[config.mk]
export PLATFORM = sky130hd
export DESIGN_NAME = swc_sleep_wake
export DESIGN_NICKNAME = d
export VERILOG_FILES = /design/src/logic/swc_pkg.sv /design/src/logic/swc_sleep_wake.sv
export SDC_FILE = /design/constraint.sdc
export NUM_CORES = 1
export LEC_CHECK = 0
export BUFFER_PORTS_ARGS = -buffer_cell sky130_fd_sc_hd__clkbuf_2
export CORE_AREA = 3 3 59 61
export DETAILED_ROUTE_END_ITERATION = 6
export DIE_AREA = 0 0 62 64
export PLACE_DENSITY = 0.78
export SYNTH_ARGS = -nofsm -noshare
export SYNTH_HDL_FRONTEND = slang
export SYNTH_SLANG_ARGS = --single-unit
[constraint.sdc]
create_clock -name pclk -period 1.5 [get_ports pclk]
set_input_delay 0.375 -clock pclk [delete_from_list [all_inputs] [get_ports pclk]]
set_output_delay 0.375 -clock pclk [all_outputs]
set_load 0.1 [all_outputs]
[src/logic/swc_pkg.sv]
// Package for the sleep and wake controller: APB map, field layout, states.
// Assumes a 32-bit APB slave with word-aligned registers.
package swc_pkg;

    // Register byte offsets
    localparam logic [7:0] SYS_CTRL_OFF = 8'h00;
    localparam logic [7:0] MASK_OFF = 8'h04;
    localparam logic [7:0] STATUS_OFF = 8'h08;

    // Bit positions in the system control register
    localparam int RTS_POS = 1;
    localparam int DEEP_POS = 2;
    localparam int PEND_WAKE_POS = 4;

    // Values after reset
    localparam logic [31:0] SYS_CTRL_RST = 32'h0000_0000;
    localparam logic MASK_RST = 1'b0;

    // Sleep entry cause, kept while asleep
    typedef enum logic [1:0] {
        SWC_CAUSE_NONE,
        SWC_CAUSE_WFI,
        SWC_CAUSE_EXIT,
        SWC_CAUSE_WFE
    } swc_cause_t;

    // Requests from the core
    typedef struct packed {
        logic wait_interrupt_instr;
        logic wait_event_instr;
        logic handler_return_thread;
    } swc_core_req_t;

    // Wake sources from the interrupt side
    typedef struct packed {
        logic exc_entry_ok;
        logic irq_enabled_hi;
        logic new_pending;
        logic send_event_in;
    } swc_wake_src_t;

endpackage

[src/logic/swc_sleep_wake.sv]
// Sleep entry and wake-up controller with an APB register slave.
// Assumes core requests and wake sources are pulses or levels on pclk;
// the external send-event input comes from another core and is synchronised.
module swc_sleep_wake (
    // Clock and reset
    input wire logic pclk,
    input wire logic presetn,
    // APB slave
    input wire logic psel,
    input wire logic penable,
    input wire logic pwrite,
    input wire logic [7:0] paddr,
    input wire logic [31:0] pwdata,
    output logic [31:0] prdata,
    output logic pready,
    output logic pslverr,
    // Core side
    input wire swc_pkg::swc_core_req_t core_req,
    input wire swc_pkg::swc_wake_src_t wake_src,
    input wire logic send_event_pin,
    // Power outputs
    output logic sleeping,
    output logic deep_sleep,
    output logic cpu_clk_en,
    output logic wake_pulse,
    output logic handler_allowed,
    output logic wfe_skipped
);

    // Register state
    logic [31:0] sys_ctrl_q;
    logic global_interrupt_mask_bit_q;
    logic event_flag_q;
    logic evt_meta_q;
    logic evt_sync_q;
    logic evt_prev_q;
    swc_pkg::swc_cause_t cause_q;
    logic sleeping_q;
    logic deep_q;
    logic wake_q;
    logic skip_q;
    logic [31:0] prdata_q;
    logic pslverr_q;
    logic clk_en_q;
    logic allowed_q;

    // Control bits
    wire logic return_to_sleep_bit = sys_ctrl_q[swc_pkg::RTS_POS];
    wire logic deep_sleep_select_bit = sys_ctrl_q[swc_pkg::DEEP_POS];
    wire logic pending_wake_event_bit = sys_ctrl_q[swc_pkg::PEND_WAKE_POS];

    // APB decode; zero wait states
    wire logic apb_acc = psel & penable;
    wire logic apb_wr = apb_acc & pwrite;
    wire logic hit_ctrl = (paddr == swc_pkg::SYS_CTRL_OFF);
    wire logic hit_mask = (paddr == swc_pkg::MASK_OFF);
    wire logic hit_stat = (paddr == swc_pkg::STATUS_OFF);
    wire logic hit_any = hit_ctrl | hit_mask | hit_stat;

    // Rising edge of synchronised send-event; only the second stage is read
    wire logic send_event_rise = evt_sync_q & ~evt_prev_q;
    // Events that set the one-bit event register
    wire logic event_raise = send_event_rise | wake_src.send_event_in
                           | (pending_wake_event_bit & wake_src.new_pending);

    // Sleep entry decisions while awake
    wire logic enter_wfi = ~sleeping_q & core_req.wait_interrupt_instr;
    wire logic enter_exit = ~sleeping_q & ~core_req.wait_interrupt_instr
                          & core_req.handler_return_thread & return_to_sleep_bit;
    wire logic wfe_seen = ~sleeping_q & ~core_req.wait_interrupt_instr
                        & ~enter_exit & core_req.wait_event_instr;
    wire logic enter_wfe = wfe_seen & ~event_flag_q;
    wire logic skip_wfe = wfe_seen & event_flag_q;

    // Wake with the mask set: enabled higher-priority irq wakes the core
    wire logic masked_wake = global_interrupt_mask_bit_q & wake_src.irq_enabled_hi;
    // Wake condition chosen by recorded cause
    wire logic wake_irq = wake_src.exc_entry_ok | masked_wake;
    wire logic wake_evt = wake_irq | event_raise;
    wire logic wake_now = sleeping_q &
        ((cause_q == swc_pkg::SWC_CAUSE_WFE) ? wake_evt : wake_irq);

    // Read mux
    wire logic [31:0] status_word = {26'h0, event_flag_q, deep_q, cause_q, sleeping_q,
                                     global_interrupt_mask_bit_q};
    wire logic [31:0] rd_word = hit_ctrl ? sys_ctrl_q :
                                hit_mask ? {31'h0, global_interrupt_mask_bit_q} :
                                hit_stat ? status_word : 32'h0000_0000;
    // Writable control bits; the rest read back as zero so software can probe the layout
    wire logic [31:0] ctrl_wmask = (32'h0000_0001 << swc_pkg::RTS_POS)
                                 | (32'h0000_0001 << swc_pkg::DEEP_POS)
                                 | (32'h0000_0001 << swc_pkg::PEND_WAKE_POS);

    // Synchroniser for the other core's send-event line
    always_ff @(posedge pclk or negedge presetn) begin
        if (!presetn) begin
            evt_meta_q <= 1'b0;
            evt_sync_q <= 1'b0;
            evt_prev_q <= 1'b0;
        end else begin
            evt_meta_q <= send_event_pin;
            evt_sync_q <= evt_meta_q;
            evt_prev_q <= evt_sync_q;
        end
    end

    // Software registers
    always_ff @(posedge pclk or negedge presetn) begin
        if (!presetn) begin
            sys_ctrl_q <= swc_pkg::SYS_CTRL_RST;
            global_interrupt_mask_bit_q <= swc_pkg::MASK_RST;
            allowed_q <= ~swc_pkg::MASK_RST;
        end else if (apb_wr) begin
            if (hit_ctrl) begin
                sys_ctrl_q <= pwdata & ctrl_wmask;
            end
            if (hit_mask) begin
                global_interrupt_mask_bit_q <= pwdata[0];
                allowed_q <= ~pwdata[0];
            end
        end
    end

    // Event register: raise wins over the skip clear so no event is lost
    always_ff @(posedge pclk or negedge presetn) begin
        if (!presetn) begin
            event_flag_q <= 1'b0;
        end else if (event_raise) begin
            event_flag_q <= 1'b1;
        end else if (skip_wfe) begin
            event_flag_q <= 1'b0;
        end
    end

    // Sleep state and recorded cause
    always_ff @(posedge pclk or negedge presetn) begin
        if (!presetn) begin
            sleeping_q <= 1'b0;
            cause_q <= swc_pkg::SWC_CAUSE_NONE;
            deep_q <= 1'b0;
            clk_en_q <= 1'b1;
        end else if (wake_now) begin
            sleeping_q <= 1'b0;
            cause_q <= swc_pkg::SWC_CAUSE_NONE;
            deep_q <= 1'b0;
            clk_en_q <= 1'b1;
        end else if (enter_wfi | enter_exit | enter_wfe) begin
            sleeping_q <= 1'b1;
            clk_en_q <= 1'b0;
            cause_q <= enter_wfi ? swc_pkg::SWC_CAUSE_WFI :
                       enter_exit ? swc_pkg::SWC_CAUSE_EXIT :
                       swc_pkg::SWC_CAUSE_WFE;
            deep_q <= deep_sleep_select_bit;
        end
    end

    // One-cycle pulses and APB answer
    always_ff @(posedge pclk or negedge presetn) begin
        if (!presetn) begin
            wake_q <= 1'b0;
            skip_q <= 1'b0;
            prdata_q <= 32'h0000_0000;
            pslverr_q <= 1'b0;
        end else begin
            wake_q <= wake_now;
            skip_q <= skip_wfe;
            prdata_q <= (psel & ~penable & ~pwrite) ? rd_word : prdata_q;
            pslverr_q <= psel & ~penable & ~hit_any;
        end
    end

    // Outputs other than pready (tied high) come from flip-flops; clock enable is low only while asleep
    assign sleeping = sleeping_q;
    assign deep_sleep = deep_q;
    assign cpu_clk_en = clk_en_q;
    assign wake_pulse = wake_q;
    assign handler_allowed = allowed_q;
    assign wfe_skipped = skip_q;
    assign prdata = prdata_q;
    assign pready = 1'b1;
    assign pslverr = pslverr_q;

    // Interrupt-wait enters sleep the next edge
    property p_wfi_sleep;
        @(posedge pclk) disable iff (!presetn)
        enter_wfi |=> sleeping && cause_q == swc_pkg::SWC_CAUSE_WFI;
    endproperty
    a_wfi_sleep: assert property (p_wfi_sleep) else $error("wfi did not sleep");

    property p_exit_sleep;
        @(posedge pclk) disable iff (!presetn)
        enter_exit |=> sleeping && cause_q == swc_pkg::SWC_CAUSE_EXIT;
    endproperty
    a_exit_sleep: assert property (p_exit_sleep) else $error("no sleep on exit");

    property p_wfi_no_evt_wake;
        @(posedge pclk) disable iff (!presetn)
        (sleeping && cause_q != swc_pkg::SWC_CAUSE_WFE && !wake_src.exc_entry_ok
         && !masked_wake) |=> sleeping;
    endproperty
    a_wfi_no_evt_wake: assert property (p_wfi_no_evt_wake) else $error("bad wake");

    property p_exc_wake;
        @(posedge pclk) disable iff (!presetn)
        (sleeping && wake_src.exc_entry_ok) |=> !sleeping ##0 wake_pulse;
    endproperty
    a_exc_wake: assert property (p_exc_wake) else $error("exception did not wake");

    property p_mask_wake;
        @(posedge pclk) disable iff (!presetn)
        (sleeping && masked_wake) |=> !sleeping && !handler_allowed;
    endproperty
    a_mask_wake: assert property (p_mask_wake) else $error("masked wake wrong");

    property p_sev_wake;
        @(posedge pclk) disable iff (!presetn)
        (sleeping && cause_q == swc_pkg::SWC_CAUSE_WFE && event_raise) |=> !sleeping;
    endproperty
    a_sev_wake: assert property (p_sev_wake) else $error("event did not wake");

    property p_pend_evt;
        @(posedge pclk) disable iff (!presetn)
        (pending_wake_event_bit && wake_src.new_pending && !sleeping_q) |=> event_flag_q;
    endproperty
    a_pend_evt: assert property (p_pend_evt) else $error("pending lost");

    property p_wfe_skip;
        @(posedge pclk) disable iff (!presetn)
        (skip_wfe && !event_raise) |=> !event_flag_q && !sleeping && wfe_skipped;
    endproperty
    a_wfe_skip: assert property (p_wfe_skip) else $error("wfe skip wrong");

    property p_deep;
        @(posedge pclk) disable iff (!presetn)
        (enter_wfi || enter_exit || enter_wfe) |=> deep_sleep == $past(deep_sleep_select_bit);
    endproperty
    a_deep: assert property (p_deep) else $error("deep select wrong");

    property p_clk_gate;
        @(posedge pclk) disable iff (!presetn)
        (sleeping && !wake_now) |=> !cpu_clk_en && $stable(cause_q);
    endproperty
    a_clk_gate: assert property (p_clk_gate) else $error("clock not gated");

    property p_cause_wake;
        @(posedge pclk) disable iff (!presetn)
        (sleeping && cause_q == swc_pkg::SWC_CAUSE_WFI && event_raise && !wake_irq) |=> sleeping;
    endproperty
    a_cause_wake: assert property (p_cause_wake) else $error("cause ignored");

    // Clock enable flop must mirror the sleep flop, or the core runs while asleep
    property p_clk_en_track;
        @(posedge pclk) disable iff (!presetn)
        cpu_clk_en != sleeping;
    endproperty
    a_clk_en_track: assert property (p_clk_en_track) else $error("clock enable skew");

    // Handler gate follows the mask bit from the same write edge
    property p_handler_track;
        @(posedge pclk) disable iff (!presetn)
        handler_allowed != global_interrupt_mask_bit_q;
    endproperty
    a_handler_track: assert property (p_handler_track) else $error("handler gate skew");

    // Handler return with the sleep bit clear resumes thread code
    property p_no_rts;
        @(posedge pclk) disable iff (!presetn)
        (!sleeping_q && core_req.handler_return_thread && !return_to_sleep_bit
         && !core_req.wait_interrupt_instr && !core_req.wait_event_instr) |=> !sleeping;
    endproperty
    a_no_rts: assert property (p_no_rts) else $error("slept without sleep bit");

    // Event-wait with a clear flag sleeps and records its cause
    property p_wfe_enter;
        @(posedge pclk) disable iff (!presetn)
        enter_wfe |=> sleeping && cause_q == swc_pkg::SWC_CAUSE_WFE && !wfe_skipped;
    endproperty
    a_wfe_enter: assert property (p_wfe_enter) else $error("wfe did not sleep");

    // Any event sets the flag, even in the cycle of a skip clear
    property p_flag_set;
        @(posedge pclk) disable iff (!presetn)
        event_raise |=> event_flag_q;
    endproperty
    a_flag_set: assert property (p_flag_set) else $error("event flag lost");

    // Sleep depth is fixed at entry and kept until wake-up
    property p_deep_hold;
        @(posedge pclk) disable iff (!presetn)
        (sleeping && !wake_now) |=> $stable(deep_sleep);
    endproperty
    a_deep_hold: assert property (p_deep_hold) else $error("depth changed asleep");

    // Wake-up restores the clock and marks the resume for one cycle
    property p_wake_resume;
        @(posedge pclk) disable iff (!presetn)
        wake_now |=> wake_pulse && cpu_clk_en;
    endproperty
    a_wake_resume: assert property (p_wake_resume) else $error("resume incomplete");

endmodule

# Yosys cells after proc, flatten, opt, wreduce, memory -nomap -nowiden
# Index checks and enable logic that the tools add are counted.
# op_classes
n_eq_ne	3
muxes	16
n_bitwise	34
n_reduce_logical	5
# op_table
op	count
two-way mux 6 bit	3
AND 1 bit	17
two-way mux 1 bit	10
inverter 1 bit	9
== test 8 x 3 -> 1 bit, second input constant	1
== test 8 x 4 -> 1 bit, second input constant	1
zero test 8 bit	1
OR 1 bit	8
two-way mux 2 bit	3
AND reduction 2 bit	2
nonzero test 2 bit	2
== test 2 bit, second input constant	1
# word_totals
ff_bits	49
in_bits	53
output_inout_bits	40
elab_cells	73

# Longest topological paths before layout
# depth
depth_word	11
ltp_mapped	4
mapped_depth_nobuf	4

# Least setup slack after synthesis
# OpenSTA, ideal clock, no wires.
# synth_timing
path_kind	register to register
from	reg sleeping_q (netlist: sleeping)
to	reg clk_en_q (netlist: cpu_clk_en)
setup_ps	76
t_arrival_ps	1651
required_time_ps	1424
slack_ps	-227
path_stages_with_launch	4
path_buffers	0
period_less_slack_ps	1727
cell_sequence	dfrtp_1 inv_1 o22ai_1 o21bai_1
# synth_between
word_cells_on_any_way	14
cone_classes	1 x mux; 12 x bitwise; 1 x reduce/logical
# synth_lines
element	line_no	source
from (decl)	swc_sleep_wake.sv:38	logic sleeping_q;
from (signal assigned)	swc_sleep_wake.sv:138	sleeping_q <= 1'b0;
from (signal assigned)	swc_sleep_wake.sv:143	sleeping_q <= 1'b0;
from (signal assigned)	swc_sleep_wake.sv:148	sleeping_q <= 1'b1;
AND 1 bit (*)	swc_sleep_wake.sv:80	wire logic wake_now = sleeping_q &
named net wake_now	swc_sleep_wake.sv:80	
two-way mux 1 bit or nonzero test 2 bit (tied branches)	-	
to (signal assigned)	swc_sleep_wake.sv:141	clk_en_q <= 1'b1;
to (signal assigned)	swc_sleep_wake.sv:146	clk_en_q <= 1'b1;
to (signal assigned)	swc_sleep_wake.sv:149	clk_en_q <= 1'b0;
to (decl)	swc_sleep_wake.sv:44	logic clk_en_q;
# Mark *: on every way through the listed nets, which the timed path passes. The rest lies on a longest branch.
# A chain may end at the register's enable or synchronous reset.

# Worst setup path after layout
# layout_timing
from	reg clk_en_q (netlist: cpu_clk_en)
to	out cpu_clk_en
# layout_lines
element	line_no	source
to (decl)	swc_sleep_wake.sv:24	output logic cpu_clk_en,
# No word-level cell between the ends.

==> qor.csv <==
stage;metric;value;unit
worst_setup_path;CP delay by family, top;flip-flops;
drt;1st-iter DRT viols;20;
sta;Final Hold Violating Endpoints;0;
synthesis;Post-synth top cells;buf_4, dfrtp_1, inv_1;
floorplanning;width of the die;62;um
grt;grt total ovfl;0;
grt;largest net degree at the start of global routing;24;
worst_setup_path;start point of the critical path;cpu_clk_en;
floorplanning;core box area;3028;um^2
pwr;VDD IR max;1.243;mV
sta;endpoints failing setup;0;
floorplanning;area of the die;3968;um^2
worst_setup_path;critical path class;reg2out;
cts;clock tree buffer depth;2;
synthesis;ranking of synthesized cells by area;dfrtp_1, buf_4, dfstp_2, mux2i_1, mux2_2;
floorplanning;Die Height;64;um
place;dpl hpwl;1.844;mm
cts;Clk Tree Root Cell;clkbuf_4;
worst_setup_path;CP Cell Sequence;buf_12;
cts;Worst-path clk slew;120;ps
synthesis;Syn Inst Count;111;
drt;DRT Pass-1 Iters;2;
run_status;status;completed;
grt;vias in the first global route;844;
cts;Post-CTS Hold Buffers;0;
grt;GRT Resource Usage Total;0.1213;
place;port buffer count;37;
drt;via count;866;
pwr;overall power;1941;uW
synthesis;count leader, synth;buf_4;
worst_setup_path;worst path arrival time;1060;ps
sta;period utilisation layout;0.9548;
worst_setup_path;maximum fanout along the worst path;2;
worst_setup_path;Req. time, crit path;1120;ps
sta;unrepaired setup endpoints after global routing;false;
cells_and_area;Layout area overhead;31.88;%
synthesis;Seq/Total Area, Yosys;0.4910;
worst_setup_path;Reg2Reg Setup Slack;120;ps
synthesis;Yosys top cell area share;0.4463;
worst_setup_path;Buf+Inv Stages, Crit Path;1;
synthesis;number of synthesized flops with an enable pin;0;
drt;Routed WL;2.242;mm
sta;hold_ws;29.67;ps
worst_setup_path;critical path endpoint category;primary output;
cells_and_area;ant diodes;0;
worst_setup_path;crit-path max cell delay;580;ps
worst_setup_path;Startpoint Class;register;
place;gpl congestion;0.8424;
sta;max frequency;698.2;MHz
sta;clk_skew;3.494;ps
cts;CTS tree;yes;
synthesis;synthesized area per cell;10.61;um^2
drt;Post-route DRC;0;
grt;initial antenna violation count;0;
cells_and_area;Nets;209;
sta;slew of the pin with the lowest slew margin;550.6;ps
place;placed instance area;1520;um^2
sta;Final Max Tran Viols;0;
pwr;leakage power;0.0008016;uW
cells_and_area;Post-Layout Inst Area;1553;um^2
run;max cap viols;0;
sta;relative slew slack;0.6329;
cts;H-tree depth;1;
cells_and_area;Layout fillers;280;
synthesis;Synth Register Bits;23;
floorplanning;I/O pin total;93;
synthesis;leading area contributor after synthesis;dfrtp_1;
worst_setup_path;reg-to-reg startpoint;sys_ctrl_q[4];
pwr;pwr dens;1250;nW/um^2
hold_path;worst min-delay path class;in2async;
drt;drt wl/cell;11.27;um
synthesis;Yosys warnings;0;
cts;Num Clock Sinks;23;
floorplanning;initial core utilization;0.3888;
synthesis;synthesized area;1177;um^2
cts;worst skew pair latency;300;ps
synthesis;synth unique cells;34;
synthesis;main flop type after synthesis;dfrtp_1;
place;Place WS;-187.2;ps
cells_and_area;layout cells sized above 1;0.3742;
floorplanning;Site Rows;20;
sta;worst setup margin;67.84;ps
synthesis;ys async rst share;1.000;
sta;setup TNS;0;ps
sta;Tmin final;1432;ps
drt;Detail Route Antenna Nets;0;
worst_setup_path;CP max-delay cell;dfstp_2;
grt;first-pass GRT wire length;3.698;mm
cts;TritonCTS buffer count;3;
drt;vias per std cell;4.352;
layout make-up:
type	instances	area, um^2	area share
Timing Repair Buffer	44	395.4	0.2546
Clock buffer	4	26.28	0.01692
Tap cell	44	55.05	0.03546
Sequential cell	23	579.3	0.3731
Inverter	7	26.28	0.01692
Multi-Input combinational cell	77	470.5	0.3030
sequential cells by signal, summed over array words and instances, names as in the netlist:
name                         cells
wake_pulse                       1
prdata                           6
evt_prev_q                       1
deep_sleep                       1
pslverr                          1
evt_sync_q                       1
cpu_clk_en                       1
global_interrupt_mask_bit_q      1
cause_q                          2
handler_allowed                  1
wfe_skipped                      1
sleeping                         1
evt_meta_q                       1
event_flag_q                     1
sys_ctrl_q                       3
cell usage in the layout, fill, tap and decap left out, drive strengths merged:
master,n
a21oi,3
a221oi,1
a22o,1
a31oi,1
a32o,2
a41oi,1
buf,20
clkbuf,28
conb,27
dfrtp,21
dfstp,2
inv,7
mux2,4
mux2i,5
nand2,7
nand2b,1
nand3,1
nand4,1
nand4b,1
nor2,5
nor3,3
nor3b,1
nor4,1
o21ai,3
o21bai,1
o22ai,2
o32ai,1
or3,2
or3b,1
xnor2,1
report_power, final:
part,leakage [uW],total (uW),internal (uW),switching (uW)
registers,0.000294,772,700,71.9
clock network,0.0000150,283,104,180
logic,0.000493,885,200,686
total,0.000802,1940,1000,937
path summary, 6_finish.rpt:
| path | to | cells after the start |
|---|---|---|
| max | cpu_clk_en | 1 |
| min | cause_q[0] | 1 |
| max reg2reg | sleeping | 3 |
| min reg2reg | evt_sync_q | 0 |
| max in group asynchronous | sleeping | 1 |
| min in group pclk | evt_meta_q | 1 |
metrics by stage:
step | instances | util
2_1_floorplan | 136 | -
3_3_place_gp | 195 | 0.5021
3_5_place_dp | 195 | 0.5021
4_1_cts | 199 | 0.5107
5_1_grt | 199 | 0.5128
6_report | 199 | 0.5128
timing repair:
item,CTS,global route
hold endpoints to repair,0,0
setup buffers,0,0
gates resized for setup,0,1
endpoints found under the setup margin,0,1
cells by family after synthesis:
| family | after synthesis | synth area share |
|---|---|---|
| other | 2 | 0.006379 |
| buffers and inverters | 36 | 0.2019 |
| muxes | 9 | 0.08395 |
| xor gates and xnor gates | 1 | 0.007440 |
| and+or+nand+nor | 24 | 0.1148 |
| AOI/OAI and AO/OA | 16 | 0.09458 |
| DFF | 23 | 0.4910 |
metal layers:
layer / vias up / part of all wire / track usage
met2: 47 / 0.50 / 0.2111
met3: 2 / 0.10 / 0.03434
met5: - / 0 / 0
li1: 411 / - / -
met4: 0 / 0.00089 / 0.02387
met1: 406 / 0.40 / 0.1445
Power figures use the tool's default switching activity.
